===== config.mk =====
export PLATFORM = sky130hd
export DESIGN_NAME = aprr_top
export DESIGN_NICKNAME = d
export VERILOG_FILES = /design/src/hdl/aprr_pkg.sv /design/src/hdl/aprr_top.sv /design/src/hdl/aprr_fifo.sv
export SDC_FILE = /design/constraint.sdc
export NUM_CORES = 1
export LEC_CHECK = 0
export BUFFER_PORTS_ARGS = -buffer_cell sky130_fd_sc_hd__buf_4
export CELL_PAD_IN_SITES_DETAIL_PLACEMENT = 0
export CELL_PAD_IN_SITES_GLOBAL_PLACEMENT = 2
export CORE_MARGIN = 2
export CORE_UTILIZATION = 42
export DETAILED_ROUTE_END_ITERATION = 12
export HOLD_SLACK_MARGIN = 0.03
export PLACE_DENSITY = 0.77
export SLEW_MARGIN = 20
export SYNTH_ARGS = -nofsm -noshare
export SYNTH_HDL_FRONTEND = slang
export SYNTH_HIERARCHICAL = 1
export SYNTH_SLANG_ARGS = --single-unit

===== constraint.sdc =====
create_clock -name clk -period 3.3 [get_ports clk]
set_clock_uncertainty 0.1 [all_clocks]
set_input_delay 0.495 -clock clk [delete_from_list [all_inputs] [get_ports clk]]
set_output_delay 0.495 -clock clk [all_outputs]
set_load 0.01 [all_outputs]

===== src/hdl/aprr_pkg.sv =====
// aprr_pkg: constants and carrier types for the parallel result readout block
// assumes a 100 MHz clock; shared by the top module, the host model and the bench
package aprr_pkg;
  localparam int unsigned CLK_PERIOD_NS = 10;
  localparam int unsigned CONV_TIME_NS  = 650;
  // longest time: round down, at least one cycle
  localparam int unsigned CONV_CYCLES   = (CONV_TIME_NS / CLK_PERIOD_NS) > 0 ?
                                          (CONV_TIME_NS / CLK_PERIOD_NS) : 1;
  localparam int unsigned CNT_W         = 7;
  localparam int unsigned RES_W         = 16;
  localparam int unsigned BYTE_W        = 8;
  localparam int unsigned FIFO_DEPTH    = 16;
  localparam logic [BYTE_W-1:0] LOW_FILL = 8'hff;
  localparam logic [RES_W-1:0]  RES_RST  = 16'h0000;
  localparam logic [CNT_W-1:0]  CNT_LAST = CNT_W'(CONV_CYCLES - 1);
  localparam logic [CNT_W-1:0]  CNT_ZERO = 7'h00;

  typedef enum logic [1:0] {
    APRR_IDLE = 2'b01,
    APRR_CONV = 2'b10
  } aprr_state_e;

  // read strobes of the host side
  typedef struct packed {
    logic cs_n;
    logic rd_n;
    logic byte_sel;
  } aprr_rd_s;
endpackage


===== src/hdl/aprr_top.sv =====
// aprr_top: conversion control and parallel result readout of a 16-bit converter
// assumes host strobes synchronous to clk; sample words arrive on a valid/ready stream
//
// Operation
// conversion timed by internal clock, done within 650 ns for 1 MHz throughput
// input sampled at conversion start, held isolated until conversion ends
// result bus driven only while chip select and read both low
// host makes no read 50 ns before to 40 ns after start falling edge
// byte select high moves low result bits onto upper bus half
// result code two's complement: 7fff near full scale, 0000 at zero
// host may use busy falling edge as result-ready interrupt
// start falling edge raises busy; busy falls when result becomes readable; code raises busy only when idle with a sample in the fifo
// byte select high: bits 7..0 on lines 15..8, ones on lines 7..0
// start strobe active low, independent of chip select
// last completed result held until next conversion completes
`timescale 1ns/1ns
module aprr_top (
  input  wire logic                        clk,
  input  wire logic                        rst,
  input  wire logic                        conversion_start_n,
  input  wire aprr_pkg::aprr_rd_s          rd_in,
  input  wire logic                        sample_valid,
  output logic                             sample_ready,
  input  wire logic [aprr_pkg::RES_W-1:0]  sample_data,
  output logic                             busy,
  output logic                             isolate,
  output logic      [aprr_pkg::RES_W-1:0]  result_bus,
  output logic      [aprr_pkg::RES_W-1:0]  result_bus_oe
);
  aprr_pkg::aprr_state_e            state_q;
  logic                             start_n_q;
  logic                             start_fall;
  logic [aprr_pkg::CNT_W-1:0]       cnt_q;
  logic [aprr_pkg::RES_W-1:0]       held_q;
  logic [aprr_pkg::RES_W-1:0]       result_q;
  logic                             f_valid;
  logic                             f_ready;
  logic [aprr_pkg::RES_W-1:0]       f_data;
  logic                             conv_done;
  logic                             take;
  logic                             rd_act;
  logic [aprr_pkg::CNT_W-1:0]       busy_len_q;
  localparam int                    CONV_DLY = aprr_pkg::CONV_CYCLES;
  localparam logic [aprr_pkg::CNT_W-1:0] CONV_LEN = aprr_pkg::CONV_CYCLES[aprr_pkg::CNT_W-1:0];

  ////////////////////////////////////////////////////////////////////////////
  aprr_fifo #(
    .WIDTH (aprr_pkg::RES_W),
    .DEPTH (aprr_pkg::FIFO_DEPTH)
  ) u_fifo (
    .clk       (clk),
    .rst       (rst),
    .in_valid  (sample_valid),
    .in_ready  (sample_ready),
    .in_data   (sample_data),
    .out_valid (f_valid),
    .out_ready (f_ready),
    .out_data  (f_data)
  );

  ////////////////////////////////////////////////////////////////////////////
  // start edge detect, independent of chip select
  always_ff @(posedge clk) begin
    if (rst) begin
      start_n_q <= 1'b1;
    end else begin
      start_n_q <= conversion_start_n;
    end
  end
  assign start_fall = start_n_q && !conversion_start_n;
  assign conv_done  = (state_q == aprr_pkg::APRR_CONV) && (cnt_q == aprr_pkg::CNT_LAST);
  // fifo drains only at a sample instant, so it stalls otherwise
  assign take       = start_fall && (state_q == aprr_pkg::APRR_IDLE) && f_valid;
  assign f_ready    = take;

  always_ff @(posedge clk) begin
    if (rst) begin
      state_q <= aprr_pkg::APRR_IDLE;
    end else begin
      unique case (state_q)
        aprr_pkg::APRR_IDLE: begin
          if (take) begin
            state_q <= aprr_pkg::APRR_CONV;
          end
        end
        aprr_pkg::APRR_CONV: begin
          if (conv_done) begin
            state_q <= aprr_pkg::APRR_IDLE;
          end
        end
      endcase
    end
  end

  always_ff @(posedge clk) begin
    if (rst || state_q != aprr_pkg::APRR_CONV) begin
      cnt_q <= aprr_pkg::CNT_ZERO;
    end else begin
      cnt_q <= cnt_q + 1'b1;
    end
  end

  always_ff @(posedge clk) begin
    if (rst) begin
      held_q <= aprr_pkg::RES_RST;
    end else if (take) begin
      held_q <= f_data;
    end
  end

  always_ff @(posedge clk) begin
    if (rst) begin
      busy    <= 1'b0;
      isolate <= 1'b0;
    end else begin
      busy    <= take || (busy && !conv_done);
      isolate <= take || (isolate && !conv_done);
    end
  end

  // length of the current busy span, checked against the conversion time
  always_ff @(posedge clk) begin
    if (rst || !busy) begin
      busy_len_q <= aprr_pkg::CNT_ZERO;
    end else begin
      busy_len_q <= busy_len_q + 1'b1;
    end
  end

  // code passes through unchanged: two's complement
  always_ff @(posedge clk) begin
    if (rst) begin
      result_q <= aprr_pkg::RES_RST;
    end else if (conv_done) begin
      result_q <= held_q;
    end
  end

  ////////////////////////////////////////////////////////////////////////////
  assign rd_act = !rd_in.cs_n && !rd_in.rd_n;

  always_ff @(posedge clk) begin
    if (rst) begin
      result_bus_oe <= '0;
    end else begin
      result_bus_oe <= {aprr_pkg::RES_W{rd_act}};
    end
  end

  always_ff @(posedge clk) begin
    if (rst) begin
      result_bus <= aprr_pkg::RES_RST;
    end else if (rd_in.byte_sel) begin
      result_bus <= {result_q[aprr_pkg::BYTE_W-1:0], aprr_pkg::LOW_FILL};
    end else begin
      result_bus <= result_q;
    end
  end

  ////////////////////////////////////////////////////////////////////////////
  // conversion timing
  a_busy_span: assert property (@(posedge clk) disable iff (rst)
    $fell(busy) |-> busy_len_q == CONV_LEN)
    else $error("busy span not one conversion time");
  a_busy_len: assert property (@(posedge clk) disable iff (rst)
    $rose(busy) |-> ##CONV_DLY !busy)
    else $error("conversion time wrong");
  a_busy_hold: assert property (@(posedge clk) disable iff (rst)
    busy && !conv_done |=> busy)
    else $error("busy dropped before conversion end");
  a_start_busy: assert property (@(posedge clk) disable iff (rst)
    take |=> busy && isolate)
    else $error("busy not raised on start");
  a_start_idle: assert property (@(posedge clk) disable iff (rst)
    take |-> !busy)
    else $error("start taken while converting");
  a_start_empty: assert property (@(posedge clk) disable iff (rst)
    start_fall && !f_valid && !busy |=> !busy)
    else $error("start taken with no sample");
  a_refuse_busy: assert property (@(posedge clk) disable iff (rst)
    start_fall && busy |=> $stable(held_q))
    else $error("sample replaced by start while busy");
  a_done_idle: assert property (@(posedge clk) disable iff (rst)
    conv_done |=> !busy && !isolate)
    else $error("busy not lowered at conversion end");
  a_isolate: assert property (@(posedge clk) disable iff (rst)
    busy |-> isolate && ($rose(busy) || $stable(held_q)))
    else $error("input not isolated");

  // readout
  a_result_upd: assert property (@(posedge clk) disable iff (rst)
    $fell(busy) |-> result_q == $past(held_q))
    else $error("result not loaded at end");
  a_result_hold: assert property (@(posedge clk) disable iff (rst)
    busy && !conv_done |=> $stable(result_q))
    else $error("result changed mid conversion");
  a_bus_drive: assert property (@(posedge clk) disable iff (rst)
    result_bus_oe != '0 |-> $past(rd_act))
    else $error("bus driven without read");
  a_bus_float: assert property (@(posedge clk) disable iff (rst)
    !rd_act |=> result_bus_oe == '0)
    else $error("bus not released");
  a_bus_on: assert property (@(posedge clk) disable iff (rst)
    rd_act |=> result_bus_oe == '1)
    else $error("bus not driven on read");
  a_oe_same: assert property (@(posedge clk) disable iff (rst)
    result_bus_oe == '0 || result_bus_oe == '1)
    else $error("bus lines enabled apart");
  a_byte_high: assert property (@(posedge clk) disable iff (rst)
    rd_in.byte_sel |=> result_bus ==
      {$past(result_q[aprr_pkg::BYTE_W-1:0]), aprr_pkg::LOW_FILL})
    else $error("byte mode data wrong");
  a_word_mode: assert property (@(posedge clk) disable iff (rst)
    !rd_in.byte_sel |=> result_bus == $past(result_q))
    else $error("word mode data wrong");

  // main scenarios
  c_conv: cover property (@(posedge clk) disable iff (rst) $fell(busy));
  c_byte: cover property (@(posedge clk) disable iff (rst) rd_act && rd_in.byte_sel);
  c_full: cover property (@(posedge clk) disable iff (rst) !sample_ready);
  c_refused: cover property (@(posedge clk) disable iff (rst) start_fall && busy);
  c_empty: cover property (@(posedge clk) disable iff (rst) start_fall && !f_valid && !busy);
endmodule // aprr_top


===== src/hdl/aprr_fifo.sv =====
// aprr_fifo: sample fifo between the converter input and the result register
// assumes one clock domain, synchronous active-high reset
`timescale 1ns/1ns
module aprr_fifo #(
  parameter int unsigned WIDTH = 16,
  parameter int unsigned DEPTH = 16
) (
  input  wire logic             clk,
  input  wire logic             rst,
  input  wire logic             in_valid,
  output logic                  in_ready,
  input  wire logic [WIDTH-1:0] in_data,
  output logic                  out_valid,
  input  wire logic             out_ready,
  output logic      [WIDTH-1:0] out_data
);
  localparam int unsigned AW = $clog2(DEPTH);
  logic [WIDTH-1:0] mem_q [DEPTH];
  logic [AW-1:0]    wr_q;
  logic [AW-1:0]    rd_q;
  logic [AW:0]      cnt_q;
  logic             push;
  logic             pop;

  assign in_ready  = (cnt_q != (AW+1)'(DEPTH));
  assign out_valid = (cnt_q != '0);
  assign out_data  = mem_q[rd_q];
  assign push      = in_valid && in_ready;
  assign pop       = out_valid && out_ready;

  always_ff @(posedge clk) begin
    if (push) begin
      mem_q[wr_q] <= in_data;
    end
  end

  always_ff @(posedge clk) begin
    if (rst) begin
      wr_q  <= '0;
      rd_q  <= '0;
      cnt_q <= '0;
    end else begin
      if (push) begin
        wr_q <= wr_q + 1'b1;
      end
      if (pop) begin
        rd_q <= rd_q + 1'b1;
      end
      cnt_q <= cnt_q + (AW+1)'(push) - (AW+1)'(pop);
    end
  end
endmodule // aprr_fifo


# Yosys cells after proc, flatten, opt, wreduce, memory -nomap -nowiden
# Memories as Yosys holds them, arrays and structs flattened. A register that Yosys moved wholly into a read port is not among the register bits.
# Index checks and enable logic that the tools add are counted.
[word_totals]
input_bits = 23
ramBits = 256
word_cells = 48
out_inout_bits = 35
regBits = 58
memories = 1
[memory_table]
columns = ["name", "words", "width", "read_ports", "rd_ports_with_merged_regs", "write_ports", "line", "text"]
rows = [
  ["u_fifo.mem_q", 16, 16, 1, 1, 1, "aprr_fifo.sv:18", "logic [WIDTH-1:0] mem_q [DEPTH];"],
]
[op_classes]
eq_ne = 7
reduce_logical = 18
addsub = 5
mux = 6
[ops]
columns = ["cell", "count"]
rows = [
  ["16-bit two-way mux", 1],
  ["1-bit logical AND", 9],
  ["4-bit by 1-bit adder with 4-bit output, second input constant", 2],
  ["7-bit by 1-bit adder with 7-bit output, second input constant", 1],
  ["7-bit == test, second input constant", 1],
  ["2-bit != test, second input constant", 3],
  ["5-bit by 1-bit adder with 5-bit output", 1],
  ["5-bit != test, second input constant", 1],
  ["5-bit nonzero test", 1],
  ["5-bit by 1-bit subtractor with 5-bit output", 1],
  ["1-bit logical NOT", 4],
  ["2-bit two-way mux", 2],
  ["2-bit case mux with 2 select lines", 1],
  ["1-bit logical OR", 3],
  ["2-bit by 1-bit == test with 1-bit output, second input constant", 1],
  ["2-bit == test, second input constant", 1],
  ["1-bit two-way mux", 2],
  ["2-bit AND reduction", 1],
]

# Logic depth before layout (Yosys ltp)
[depth]
word_depth = 6
ltp_mapped = 19
ltp_nobuf = 17

# By module
# The synthesis kept the hierarchy.
[modules_own_cells]
columns = ["mod", "cells_per_inst", "instances", "area_per_inst_um2", "seq_area_each_um2"]
rows = [
  ["aprr_fifo", 503, 1, 10543.9, 8027.7],
  ["aprr_top", 242, 1, 2459.9, 1221.2],
]

# Worst setup path after synthesis
# OpenSTA, ideal clock, no wires.
[synth_timing]
path_type = "register to register"
from = "register u_fifo.cnt_q[3]"
to = "register u_fifo.cnt_q[4]"
arrival_time_ns = 3.070
synth_period_minus_slack_ns = 3.286
required_ns = 3.083
path_stages_with_launch = 20
slack_ns = 0.014
n_path_buf = 2
setup_time_ns = 0.117
path_cell_list = "dfxtp_1 > inv_1 > ha_1 > or4b_1 > clkbuf_1 > and3b_1 > nand3b_1 > inv_2 > buf_6 > nand2_1 > inv_1 > ha_1 > inv_1 > ha_1 > inv_1 > fa_1 > nor2b_1 > o21bai_1 > a21oi_1 > nor3b_1"
[synth_between]
elab_chain_cells = 4
elab_cells_between_ends = 7
classes_between = "add/sub (2); eq/ne (1); reduce/logical (4)"
[synth_rtl]
columns = ["item", "line", "text"]
rows = [
  ["start, declared", "aprr_fifo.sv:21", "logic [AW:0] cnt_q;"],
  ["start signal, assigned", "aprr_fifo.sv:49", "cnt_q <= cnt_q + (AW+1)'(push) - (AW+1)'(pop);"],
  ["5-bit nonzero test", "aprr_fifo.sv:26", "assign out_valid = (cnt_q != '0);"],
  ["named net f_valid", "aprr_top.sv:36", "logic f_valid;"],
  ["1-bit logical AND", "aprr_top.sv:73", "assign take = start_fall && (state_q == aprr_pkg::APRR_IDLE) && f_valid;"],
  ["named net f_ready", "aprr_top.sv:37", "logic f_ready;"],
  ["1-bit logical AND", "aprr_fifo.sv:29", "assign pop = out_valid && out_ready;"],
  ["5-bit by 1-bit subtractor with 5-bit output", "aprr_fifo.sv:49", ""],
]
# The timed path passes the listed nets, and every way through them passes these cells.
# A chain may end at the register's enable or synchronous reset.

# Worst setup path in the final report
[layout_timing]
from = "register u_fifo.cnt_q[2]"
to = "register u_fifo.cnt_q[4]"
[layout_between]
elab_chain_cells = 4
elab_cells_between_ends = 7
classes_between = "add/sub (2); eq/ne (1); reduce/logical (4)"
[layout_rtl]
columns = ["item", "line"]
rows = [
  ["5-bit nonzero test (*)", "aprr_fifo.sv:26"],
  ["named net f_valid", "aprr_top.sv:36"],
  ["1-bit logical AND", "aprr_top.sv:73"],
  ["1-bit logical AND (*)", "aprr_fifo.sv:29"],
  ["5-bit by 1-bit subtractor with 5-bit output (*)", "aprr_fifo.sv:49"],
]
# The timed path passes the listed nets; every way through them passes the cells marked *.

==> results.cfg <==
[run_status]
status = completed

[critical_path]
crit_path_max_incr_delay_ns = 0.45
reg2reg_to = u_fifo/cnt_q[4]
critPathTopFamily = simple AND/OR/NAND/NOR gates
cp-startpoint = u_fifo/cnt_q[2]
critPathBufInv = 5
critPathLaunchType = flop
worstSetupPathType = flop to flop
r2r-start = u_fifo/cnt_q[2]
endpoint = u_fifo/cnt_q[4]
worst_ep_arrival_time_ns = 3.44
worstPathMaxFanout = 3
worstSetupEndpointType = flop
crit_top_cell = inv_2
cp_slowest_cell = or4b_4
cp_num_cells = 17
required_ns = 3.57
reg2reg_depth = 17
crit_path_cell_trace = inv_2 > ha_4 > or4b_4 > and3b_1 > nand3b_1 > inv_2 > nand2_2 > inv_1 > ha_1 > inv_1 > ha_2 > inv_2 > fa_2 > nor2b_4 > o21bai_4 > a21oi_2 > nor3b_2
r2r_slack_ns = 0.13

[clock_tree]
clkTransAtPathRegs_ns = 0.06
clk_latency_ns = 0.51
clockRootBuffer = clkbuf_16
clock-sinks = 334
cts_tree = done
cts_buffers = 36
htreeDepth = 2
cts_buffer_depth = 3

[drt]
via_per_inst = 5.29
drtIter0Drc = 516
post-route-drc-count = 0
dr.pass1.iters = 5
wl_per_cell_microns = 20.4
num_vias = 6555
antenna_left = 0
wl_microns = 25300

[yosys]
synth_ff_type = edfxtp_1
synthAdderAreaFrac = 0.0140
synth_nets = 782
yosys.area.top_type = edfxtp_1
synth_compound_area_frac = 0.0244
yosysSeqAreaShare = 0.711
synth_top_family_by_area = multiplexers
synth-seq-cells = 334
synth_xor_area_frac = 0.00674
synth.area.top_cells = edfxtp_1, dfxtp_1, mux4_2, mux2i_1, nand2b_1
synth_edf_count = 256
yosys_warnings = 6
synth_top_area_share = 0.591
syn_area_sq_mm = 0.0130
synthMuxAreaShare = 0.145
avgSynthCellArea_sq_um = 17.5
synthSimpleGateAreaFrac = 0.0693
synth_cells = 745
ys_async_sr_fraction = 0
synth.distinct_cells = 43

[job]
cap_viol_max_count = 0

[sta]
tightest_slew_ns = 1.01
setup_viol = 0
fmax_mhz = 315
fin_crit_ns = 3.17
tns_ns = 0
max_slew_margin = 0.326
hold_viol_final = 0
report.final.slew_viol_count = 0
holdWs_ns = 0.0517
min_period_over_period = 0.962

[final_layout]
utilization = 0.494
regArea_sq_mm = 0.00926
multiInputGateArea_sq_mm = 0.00345
fill_cells = 2490
drive_above_1_share = 0.265
num-nets-final = 855
fin_area_sq_mm = 0.0151
stdcell_count = 1240
syn2layout_area_growth_pct = 15.8

[global_routing]
grt_overflow = 0
grt_pass1_wl_microns = 39000
grt_pass1_vias = 6618
antenna_found_initial = 1
grt_max_degree = 89
grt_usage = 0.157

[pwr]
ir_drop_mv = 0.439
p_leak_uw = 0.00508
powerDensity_mw_per_mm2 = 660

[place]
dp.cells = 1171
place_area_sq_mm = 0.0139
port_buffers = 57
place_hpwl_microns = 14900
gp_congestion = 0.761

[floorplanning]
die_area_sq_mm = 0.0324
die_w_microns = 180
core_area_sq_mm = 0.0305
die_h_microns = 180
fp-row-count = 64
start_util = 0.426
io_pins = 58

[min_path]
hold_path.class = primary input to flop
[cells by family after synthesis]
| logic type | after synthesis |
|---|---|
| compound gates | 46 |
| xor+xnor | 10 |
| simple gates | 166 |
| buf+inv | 71 |
| flops | 334 |
| fa+ha+maj | 14 |
| mux | 104 |
[metal layers]
metal / global-route usage / vias to the layer above / share of wire
li1: - / 3000 / -
met1: 0.212 / 3316 / 0.43
met2: 0.258 / 190 / 0.49
met3: 0.0296 / 49 / 0.056
met4: 0.0530 / 0 / 0.027
met5: 0 / - / 0
[worst reg2reg max path: stages (launching register included)]
cell and delay, ns:
dfxtp_2 0.33, inv_2 0.09, ha_4 0.13, or4b_4 0.45, and3b_1 0.21, nand3b_1 0.15
inv_2 0.06, nand2_2 0.09, inv_1 0.05, ha_1 0.28, inv_1 0.06, ha_2 0.18
inv_2 0.04, fa_2 0.41, nor2b_4 0.15, o21bai_4 0.07, a21oi_2 0.14, nor3b_2 0.05
[flip-flops by register name, indices dropped and copies added, names as in the netlist, named ones only]
| register | count |
|---|---|
| start_n_q | 1 |
| cnt_q | 7 |
| u_fifo/rd_q | 4 |
| result_bus | 16 |
| result_q | 16 |
| busy | 1 |
| u_fifo/mem_q | 256 |
| result_bus_oe | 1 |
| held_q | 16 |
| state_q | 2 |
| u_fifo/cnt_q | 5 |
| u_fifo/wr_q | 4 |
| isolate | 1 |
[cell usage in the layout, fill, tap and decap left out, types with 2 or more instances in the layout]
cell / synthesis / final
edfxtp_1: 256 / 256
buf_4: 18 / 86
dfxtp_1: 78 / 74
mux4_2: 54 / 54
nand2b_1: 50 / 50
mux2i_1: 40 / 40
nor2_1: 41 / 40
clkbuf_16: 0 / 36
a22oi_1: 32 / 32
nand2_1: 22 / 21
inv_1: 16 / 13
and2_1: 11 / 11
ha_1: 13 / 11
nand3_1: 10 / 10
mux4_1: 10 / 10
xor2_1: 7 / 7
a21oi_1: 7 / 6
clkbuf_1: 22 / 6
clkinvlp_4: 0 / 5
clkinv_2: 0 / 5
inv_2: 1 / 4
nor3b_1: 5 / 4
or3_1: 4 / 4
nor4_2: 0 / 4
o21ai_0: 3 / 3
xnor2_1: 3 / 3
nor3_1: 3 / 3
clkinv_1: 0 / 3
dfxtp_2: 0 / 3
o22ai_1: 2 / 2
nand2_2: 1 / 2
clkinv_4: 0 / 2
clkinvlp_2: 0 / 2
nor2b_2: 0 / 2
nor2b_1: 5 / 2
buf_12: 0 / 2
[power breakdown]
| part | internal, uW | switching [uW] | total (uW) |
|---|---|---|---|
| Clock | 2120 | 1560 | 3680 |
| Combinational | 725 | 700 | 1420 |
| Sequential | 4720 | 112 | 4840 |
| Total | 7570 | 2380 | 9940 |
[Yosys cell counts (2+ instances only)]
library cell / count
edfxtp_1: 256
dfxtp_1: 78
mux4_2: 54
nand2b_1: 50
nor2_1: 41
mux2i_1: 40
a22oi_1: 32
clkbuf_1: 22
nand2_1: 22
buf_4: 18
inv_1: 16
ha_1: 13
and2_1: 11
mux4_1: 10
nand3_1: 10
a21oi_1: 7
xor2_1: 7
buf_2: 6
buf_6: 6
nor2b_1: 5
nor3b_1: 5
nor4_1: 4
or3_1: 4
nor3_1: 3
o21ai_0: 3
xnor2_1: 3
buf_1: 2
o22ai_1: 2
[how the worst min path moves through the flow]
stage | startpoint | end | slack (ns) | cells after the start
3_3_place_gp | cnt_q[0] | cnt_q[0] | 0.37 | 1
6_report | rd_in[1] | result_bus_oe[0] | 0.05 | 2
4_1_cts | rd_in[1] | result_bus_oe[0] | 0.03 | 2
2_1_floorplan | cnt_q[0] | cnt_q[0] | 0.34 | 1
3_5_place_dp | result_q[8] | result_q[8] | 0.38 | 2
5_1_grt | rd_in[1] | result_bus_oe[0] | 0.03 | 2
[metrics by stage]
stage / setup slack [ns] / total power (uW)
5_1_grt: -0.0289 / 10400
6_report: 0.126 / 9940
3_5_place_dp: 0.0141 / 6220
2_1_floorplan: 0.0137 / 5820
4_1_cts: 0.00509 / 9940
3_3_place_gp: 0.171 / 6160
[cell type report]
class / instances / share of cell area
clock buffer: 43 / 0.0622
clock inverter: 20 / 0.0104
sequential: 334 / 0.615
antenna: 1 / 0.000166
tap: 396 / 0.0329
inverter: 17 / 0.00424
timing repair buffer: 89 / 0.0462
multi-input combinational: 340 / 0.229
[what timing repair did]
item | in CTS | in global routing
hold buffers | 0 | 1
pin swaps | 0 | 4
endpoints found under the setup margin | 1 | 2
setup buffers | 1 | 3
resized for setup | 0 | 17
hold endpoints to repair | 0 | 1
Note: power is estimated with default switching activity, not from simulation.
